===== config.mk =====
export PLATFORM = sky130hd
export DESIGN_NAME = pdmo_core
export DESIGN_NICKNAME = d
export VERILOG_FILES = /design/src/core/pdmo_pkg.sv /design/src/core/pdmo_fifo.sv /design/src/core/pdmo_core.sv
export VERILOG_INCLUDE_DIRS = /design/src /design/src/core
export SDC_FILE = /design/constraint.sdc
export NUM_CORES = 1
export LEC_CHECK = 0
export BUFFER_PORTS_ARGS = -buffer_cell sky130_fd_sc_hd__buf_2
export CORE_MARGIN = 1
export CORE_UTILIZATION = 60
export CTS_BUF_LIST = sky130_fd_sc_hd__clkbuf_8
export CTS_CLUSTER_DIAMETER = 80
export DETAILED_ROUTE_END_ITERATION = 8
export PLACE_DENSITY = 0.77
export SYNTH_ARGS = -nofsm -noshare
export SYNTH_HDL_FRONTEND = slang
export SYNTH_SLANG_ARGS = --single-unit

===== constraint.sdc =====
create_clock -name clk_i -period 3.5 [get_ports clk_i]
set_input_delay 0.35 -clock clk_i [delete_from_list [all_inputs] [get_ports clk_i]]
set_output_delay 0.35 -clock clk_i [all_outputs]
set_load 0.05 [all_outputs]

===== src/core/pdmo_params.svh =====
`ifndef PDMO_PARAMS_SVH
`define PDMO_PARAMS_SVH
`define PDMO_CLK_HZ 10000000
`define PDMO_STARTUP_COARSE_MS 20
`define PDMO_STARTUP_FINE_MS 50
`define PDMO_MS_CYCLES(ms) ((ms) * (`PDMO_CLK_HZ / 1000))
`define PDMO_ACT_TIMEOUT 8'hff
`define PDMO_FIFO_DEPTH 8
`define PDMO_FIFO_AW 3
`define PDMO_PER_W 16
`define PDMO_OFS_LOW_DENS 16'h0001
`define PDMO_OFS_HIGH_DENS 16'h0052
`define PDMO_MODE_DELTA 16'h0020
`endif


===== src/core/pdmo_pkg.sv =====
package pdmo_pkg;
  typedef enum logic [1:0] {
    PDMO_IDLE_TONE,
    PDMO_COARSE,
    PDMO_FINE
  } pdmo_state_t;
endpackage


===== src/core/pdmo_fifo.sv =====
`timescale 1ns/10ps
module pdmo_fifo #(
  parameter int WIDTH = 1,
  parameter int DEPTH = 8,
  parameter int AW = 3
) (
  // clock and reset
  input wire logic clk_i,
  input wire logic rstn_i,
  // write side
  input wire logic wvalid_i,
  output logic wready_o,
  input wire logic [WIDTH-1:0] wdata_i,
  // read side
  output logic rvalid_o,
  input wire logic rready_i,
  output logic [WIDTH-1:0] rdata_o
);
  logic [WIDTH-1:0] mem [DEPTH];
  logic [AW-1:0] wptr_reg;
  logic [AW-1:0] rptr_reg;
  logic [AW:0] cnt_reg;
  logic wr_en;
  logic rd_en;

  assign wready_o = (cnt_reg != (AW+1)'(DEPTH)) ? 1'b1 : 1'b0;
  assign rvalid_o = (cnt_reg != '0) ? 1'b1 : 1'b0;
  assign rdata_o = mem[rptr_reg];
  assign wr_en = wvalid_i & wready_o;
  assign rd_en = rvalid_o & rready_i;

  always_ff @(posedge clk_i) begin
    if (wr_en) begin
      mem[wptr_reg] <= wdata_i;
    end
  end

  always_ff @(posedge clk_i or negedge rstn_i) begin
    if (!rstn_i) begin
      wptr_reg <= '0;
      rptr_reg <= '0;
      cnt_reg <= '0;
    end else begin
      if (wr_en) begin
        wptr_reg <= (wptr_reg == AW'(DEPTH - 1)) ? '0 : wptr_reg + 1'b1;
      end
      if (rd_en) begin
        rptr_reg <= (rptr_reg == AW'(DEPTH - 1)) ? '0 : rptr_reg + 1'b1;
      end
      cnt_reg <= cnt_reg + {{AW{1'b0}}, wr_en} - {{AW{1'b0}}, rd_en};
    end
  end
endmodule


===== src/core/pdmo_core.sv =====
`timescale 1ns/10ps
`include "pdmo_params.svh"
// Summary of operation
// - select low drives after fall, else rise
// - startup settles by 20 ms, 50 ms
// - clock mode change restarts settling timers
// - idle tone until signal is valid
// - select level latched at start sets offset
// - offset constant, independent of audio amplitude
// - at most two devices alternate per period
// - mode follows shared clock frequency
// - clock in, data out, select slot
module pdmo_core #(
  parameter int COARSE_CYC = `PDMO_MS_CYCLES(`PDMO_STARTUP_COARSE_MS),
  parameter int FINE_CYC = `PDMO_MS_CYCLES(`PDMO_STARTUP_FINE_MS)
) (
  // clock and reset
  input wire logic clk_i,
  input wire logic rstn_i,
  // pdm link pins, sampled on clk_i
  input wire logic pdm_clk_i,
  input wire logic select_i,
  output logic pdm_data_o,
  output logic pdm_data_oen_o,
  // audio source samples, one bit per pdm period
  input wire logic audio_valid_i,
  input wire logic audio_bit_i,
  output logic audio_ready_o,
  // status
  output logic settled_coarse_o,
  output logic settled_fine_o,
  output logic [1:0] mode_o
);
  logic clk_d_reg;
  logic rise;
  logic fall;
  logic drive_edge;
  logic release_edge;
  logic clk_seen_reg;
  logic sel_reg;
  logic sel_locked_reg;
  logic [`PDMO_PER_W-1:0] per_cnt_reg;
  logic [`PDMO_PER_W-1:0] per_reg;
  logic [1:0] mode_next;
  logic [1:0] mode_reg;
  logic [31:0] settle_reg;
  logic [7:0] idle_reg;
  logic [15:0] acc_reg;
  logic [15:0] offset;
  logic [16:0] acc_sum;
  logic out_bit;
  logic fifo_rvalid;
  logic fifo_bit;
  pdmo_pkg::pdmo_state_t state_reg;

  assign rise = pdm_clk_i & ~clk_d_reg;
  assign fall = ~pdm_clk_i & clk_d_reg;
  assign drive_edge = sel_reg ? rise : fall;
  assign release_edge = sel_reg ? fall : rise;

  always_ff @(posedge clk_i or negedge rstn_i) begin
    if (!rstn_i) begin
      clk_d_reg <= 1'b0;
    end else begin
      clk_d_reg <= pdm_clk_i;
    end
  end

  // slot and offset chosen once at startup, later select changes ignored
  always_ff @(posedge clk_i or negedge rstn_i) begin
    if (!rstn_i) begin
      sel_reg <= 1'b0;
      sel_locked_reg <= 1'b0;
    end else if (!sel_locked_reg) begin
      sel_reg <= select_i;
      sel_locked_reg <= 1'b1;
    end
  end

  // period measure selects the power mode; long gap means clock stopped
  always_ff @(posedge clk_i or negedge rstn_i) begin
    if (!rstn_i) begin
      per_cnt_reg <= '0;
      per_reg <= '1;
      clk_seen_reg <= 1'b0;
    end else if (rise) begin
      // count stops one short of the edge-to-edge period, so add the capture cycle
      per_reg <= per_cnt_reg + 1'b1;
      per_cnt_reg <= '0;
      clk_seen_reg <= 1'b1;
    end else if (per_cnt_reg != 16'(`PDMO_ACT_TIMEOUT)) begin
      per_cnt_reg <= per_cnt_reg + 1'b1;
    end else begin
      clk_seen_reg <= 1'b0;
    end
  end

  // at 10 MHz sampling: >=3 MHz band ~3 cyc, 2.4 ~4, 1.5 ~6, 768k ~13
  always_comb begin
    if (per_reg < 16'h0004) begin
      mode_next = 2'h3;
    end else if (per_reg < 16'h0005) begin
      mode_next = 2'h2;
    end else if (per_reg < 16'h0009) begin
      mode_next = 2'h1;
    end else begin
      mode_next = 2'h0;
    end
  end

  // settling timers restart on clock loss or mode change
  always_ff @(posedge clk_i or negedge rstn_i) begin
    if (!rstn_i) begin
      mode_reg <= 2'h0;
      settle_reg <= '0;
      state_reg <= pdmo_pkg::PDMO_IDLE_TONE;
    end else if (!clk_seen_reg) begin
      settle_reg <= '0;
      state_reg <= pdmo_pkg::PDMO_IDLE_TONE;
    end else if (rise && mode_next != mode_reg) begin
      mode_reg <= mode_next;
      settle_reg <= '0;
      state_reg <= pdmo_pkg::PDMO_IDLE_TONE;
    end else begin
      case (state_reg)
        pdmo_pkg::PDMO_IDLE_TONE: begin
          settle_reg <= settle_reg + 1'b1;
          if (settle_reg >= 32'(COARSE_CYC - 1)) begin
            state_reg <= pdmo_pkg::PDMO_COARSE;
          end
        end
        pdmo_pkg::PDMO_COARSE: begin
          settle_reg <= settle_reg + 1'b1;
          if (settle_reg >= 32'(FINE_CYC - 1)) begin
            state_reg <= pdmo_pkg::PDMO_FINE;
          end
        end
        pdmo_pkg::PDMO_FINE: begin
          settle_reg <= settle_reg;
        end
        default: begin
          state_reg <= pdmo_pkg::PDMO_IDLE_TONE;
        end
      endcase
    end
  end

  // idle tone: fixed half-density pattern with no audio content
  always_ff @(posedge clk_i or negedge rstn_i) begin
    if (!rstn_i) begin
      idle_reg <= 8'h5a;
    end else if (drive_edge) begin
      idle_reg <= {idle_reg[6:0], idle_reg[7]};
    end
  end

  // fixed offset density added by first-order modulator, amplitude independent
  assign offset = sel_reg ? `PDMO_OFS_HIGH_DENS : `PDMO_OFS_LOW_DENS;
  assign acc_sum = {1'b0, acc_reg} + {1'b0, offset};
  assign out_bit = (state_reg == pdmo_pkg::PDMO_IDLE_TONE) ? idle_reg[7] :
                   ((fifo_rvalid ? fifo_bit : 1'b0) ^ acc_sum[16]);

  always_ff @(posedge clk_i or negedge rstn_i) begin
    if (!rstn_i) begin
      acc_reg <= '0;
    end else if (drive_edge) begin
      acc_reg <= acc_sum[15:0];
    end
  end

  // drive on own edge, release on the other, so two devices share the line
  always_ff @(posedge clk_i or negedge rstn_i) begin
    if (!rstn_i) begin
      pdm_data_o <= 1'b0;
      pdm_data_oen_o <= 1'b1;
    end else if (drive_edge) begin
      pdm_data_o <= out_bit;
      pdm_data_oen_o <= 1'b0;
    end else if (release_edge || !clk_seen_reg) begin
      // a stopped clock frees the line; the first edge after a stop still drives
      pdm_data_oen_o <= 1'b1;
    end
  end

  // status trails the state by one cycle
  always_ff @(posedge clk_i or negedge rstn_i) begin
    if (!rstn_i) begin
      settled_coarse_o <= 1'b0;
      settled_fine_o <= 1'b0;
    end else begin
      settled_coarse_o <= (state_reg != pdmo_pkg::PDMO_IDLE_TONE) ? 1'b1 : 1'b0;
      settled_fine_o <= (state_reg == pdmo_pkg::PDMO_FINE) ? 1'b1 : 1'b0;
    end
  end

  always_ff @(posedge clk_i or negedge rstn_i) begin
    if (!rstn_i) begin
      mode_o <= 2'h0;
    end else begin
      mode_o <= mode_reg;
    end
  end

  // audio waits here through the idle tone; a full fifo holds the source off
  pdmo_fifo #(
    .WIDTH(1),
    .DEPTH(`PDMO_FIFO_DEPTH),
    .AW(`PDMO_FIFO_AW)
  ) u_fifo (
    .clk_i(clk_i),
    .rstn_i(rstn_i),
    .wvalid_i(audio_valid_i),
    .wready_o(audio_ready_o),
    .wdata_i(audio_bit_i),
    .rvalid_o(fifo_rvalid),
    .rready_i(drive_edge && state_reg != pdmo_pkg::PDMO_IDLE_TONE),
    .rdata_o(fifo_bit)
  );
endmodule


==> impl_metrics.ini <==
[run_status]
status = finished clean

[finish]
fill_cells = 676
mostFrequentLayoutCells = dfrtp_1, nor2_1, nand2_1
layout.nets = 588
largest_reg_flops = 32
layout-drive-gt1-share_pct = 17.0
areaGrowthSynthToFinish_pct = 10.2
diodes = 0
final_common_cell = dfrtp_1

[synthesis]
yosysWarnings = 0
synthMuxAreaShare_pct = 4.84
synth_simple_gate_area_share_pct = 19.4
ys_seq_area_share_pct = 53.7
ys_types = 53
synth-seq-cells = 120
synthArstFlopShare_pct = 93.3
syn_area_mm2 = 0.00571
synth_compound_area_share_pct = 6.09
synth_edf_count = 8
ys.flop_type = dfrtp_1
syn_nets = 563
synth_top_family_by_area = simple AND/OR/NAND/NOR gates
synthAdderAreaFrac_pct = 4.20
synthXorXnorAreaFrac_pct = 9.35
synth.avg_cell_area_um2 = 10.6
synthCells = 539

[clock_tree]
clk_latency_ns = 0.43
clk_path_buf_depth = 2
tritoncts = built
cts-resized-gates = 0
htreeDepth = 4
cts.sinks = 120
hold_buffers = 1
clkTransAtPathRegs_ns = 0.08
cts-root-buf = clkbuf_8
numCtsBuffers = 17
post_cts_buffers = 0

[timing]
maxSlewHeadroom_pct = 45.4
finalMaxSlewViolations = 0
setup_viol = 0
worst_pin_slew_ns = 0.813
rsz0062_at_grt = false
fmax_mhz = 392
finalCriticalPeriod_ns = 2.55
fin_worst_skew_ns = 0.0167
fin_tns_setup_ns = 0
hold_viol = 0
fin_crit_sh_pct = 72.9

[die]
coreArea_mm2 = 0.00924
die_x_um = 99.6
rows = 35
ioPinCount = 13
initial_core_util_pct = 61.8
die_h_um = 99.6
die_area_mm2 = 0.00992

[global_route]
antenna_found_initial = 0
grt_pass1_vias = 3951
grt.overflow.total = 0
grt_first_pass_wirelength_mm = 18.4
grt_usage_pct = 23.7
grt_max_degree = 49

[drt]
drc_errors = 0
antenna_left = 0
wl_per_cell_um = 14.6
vias_per_cell = 5.58
drt_wl_total_mm = 10.3
dr.pass1.iters = 4
vias = 3937
drt-initial-drc-count = 131

[placed_design]
dp_hpwl_mm = 7.07
place.port_buffers = 12
place.gp.congestion = 0.832

[power_and_ir_drop]
clkPwrFrac_pct = 28.9
p_int_w = 0.00249
p_seq_share_pct = 48.7
switching_share_pct = 33.7
finalPower_w = 0.00375
p_comb_share_pct = 22.4
leakage_nw = 2.79
power_density_mw_per_mm2 = 596
p_switching_w = 0.00126
ir_worst_vdd_mv = 0.538

[job]
maxCapViolCount = 0

[worst_setup_path]
cp_max_fo = 7
critPathRequiredTime_ns = 3.84
cp-end-kind = flip-flop
start_kind = flip-flop
critPathArrivalTime_ns = 2.89
worst-setup-path-type = flip-flop to flip-flop

[worst_hold_path]
worstHoldPathType = input pin to flip-flop
==> area by class of cell <==
type                    instances  area [um^2]  area share [%]
well taps                     129          161            2.56
inverters                      21         78.8            1.25
multi-input cells             385         2520            40.0
flip-flops and latches        120         3070            48.7
clock inverters                14          100            1.59
clock buffers                  18          248            3.93
repair buffers                 19          118            1.87
==> final timing paths <==
path	slack [ns]	to	depth (start not counted)	from
worst max-delay path	0.95	acc_reg[12]	8	sel_reg
worst min-delay path	0.12	clk_d_reg	1	pdm_clk_i
worst max register to register	0.95	acc_reg[12]	8	sel_reg
worst min register to register	0.43	mode_o[0]	0	mode_reg[0]
max in group asynchronous	2.11	per_reg[0]	3	rstn_i
min in group asynchronous	0.48	per_cnt_reg[15]	2	rstn_i
==> logic make-up (layout without fill, tap and decap cells) <==
family / after synthesis / in the layout
AO/OA/AOI/OAI: 54 / 54
XOR/XNOR: 61 / 61
adder cells (fa/ha/maj): 18 / 18
buffers and inverters: 34 / 72
flip-flops: 120 / 120
multiplexers: 23 / 23
other: 1 / 1
AND/OR/NAND/NOR: 228 / 228
==> synthesized netlist by cell type (all sizes together) (2+ instances only) <==
library cell  count  share of area (%)
dfrtp            91                 40
nor2             69                4.5
nand2            56                3.7
xor2             40                6.1
dfstp            21                9.7
inv              21                1.4
nand3            21                1.9
o21ai            21                1.8
xnor2            21                3.2
mux2             17                3.4
nor3             17                1.5
ha               16                3.5
nand4            15                1.6
nor4             14                1.5
a21oi            10               0.94
clkbuf            9               0.59
edfxtp            8                4.2
and3              7               0.77
and4              5               0.77
nand2b            5               0.55
buf               4               0.35
mux2i             4               0.70
a2111oi           3               0.46
a21o              3               0.39
a31oi             3               0.33
nor2b             3               0.33
nor3b             3               0.39
or3               3               0.42
and2              2               0.22
fa                2               0.70
mux4              2               0.79
o2111ai           2               0.31
o31a              2               0.31
o31ai             2               0.26
or3b              2               0.31
==> layer usage <==
metal  up-vias  global-route usage (%)  wire length (um)
met1      1938                    31.4              4830
met4         0                    8.94               122
met3        11                    5.41               320
met2        63                    38.4              5070
met5         -                       0                 0
li1       1925                       -                 -
==> worst max-delay path, stage by stage, from the launching register on <==
cell and delay, ns:
dfrtp_1 0.47, inv_1 0.14, ha_1 0.20, inv_1 0.06
fa_1 0.42, o31a_1 0.37, or3b_2 0.50, nor2_1 0.15
xor2_1 0.16
==> stage by stage <==
step | worst slack [ns] | hold slack [ns] | utilization, % | area [um^2] | instances
after floorplan | 1.13 | 0.0544 | - | 5710 | 539
after global placement | 1.06 | 0.397 | 64.3 | 5940 | 673
after detailed placement | 0.994 | 0.402 | 64.3 | 5940 | 673
after CTS | 0.950 | 0.0897 | 68.1 | 6300 | 706
after global routing | 0.628 | 0.0976 | 68.1 | 6300 | 706
final | 0.948 | 0.118 | 68.1 | 6300 | 706
==> power by group through the flow <==
stage / clock network [W] / registers [W] / logic, W
floorplan: 0 / 0.00184 / 0.000616
global placement: 0 / 0.00183 / 0.000803
detailed placement: 0 / 0.00185 / 0.000843
CTS: 0.00111 / 0.00183 / 0.000852
global route: 0.00117 / 0.00186 / 0.000963
finish: 0.00109 / 0.00183 / 0.000840
(Power assumes the default switching activity.)
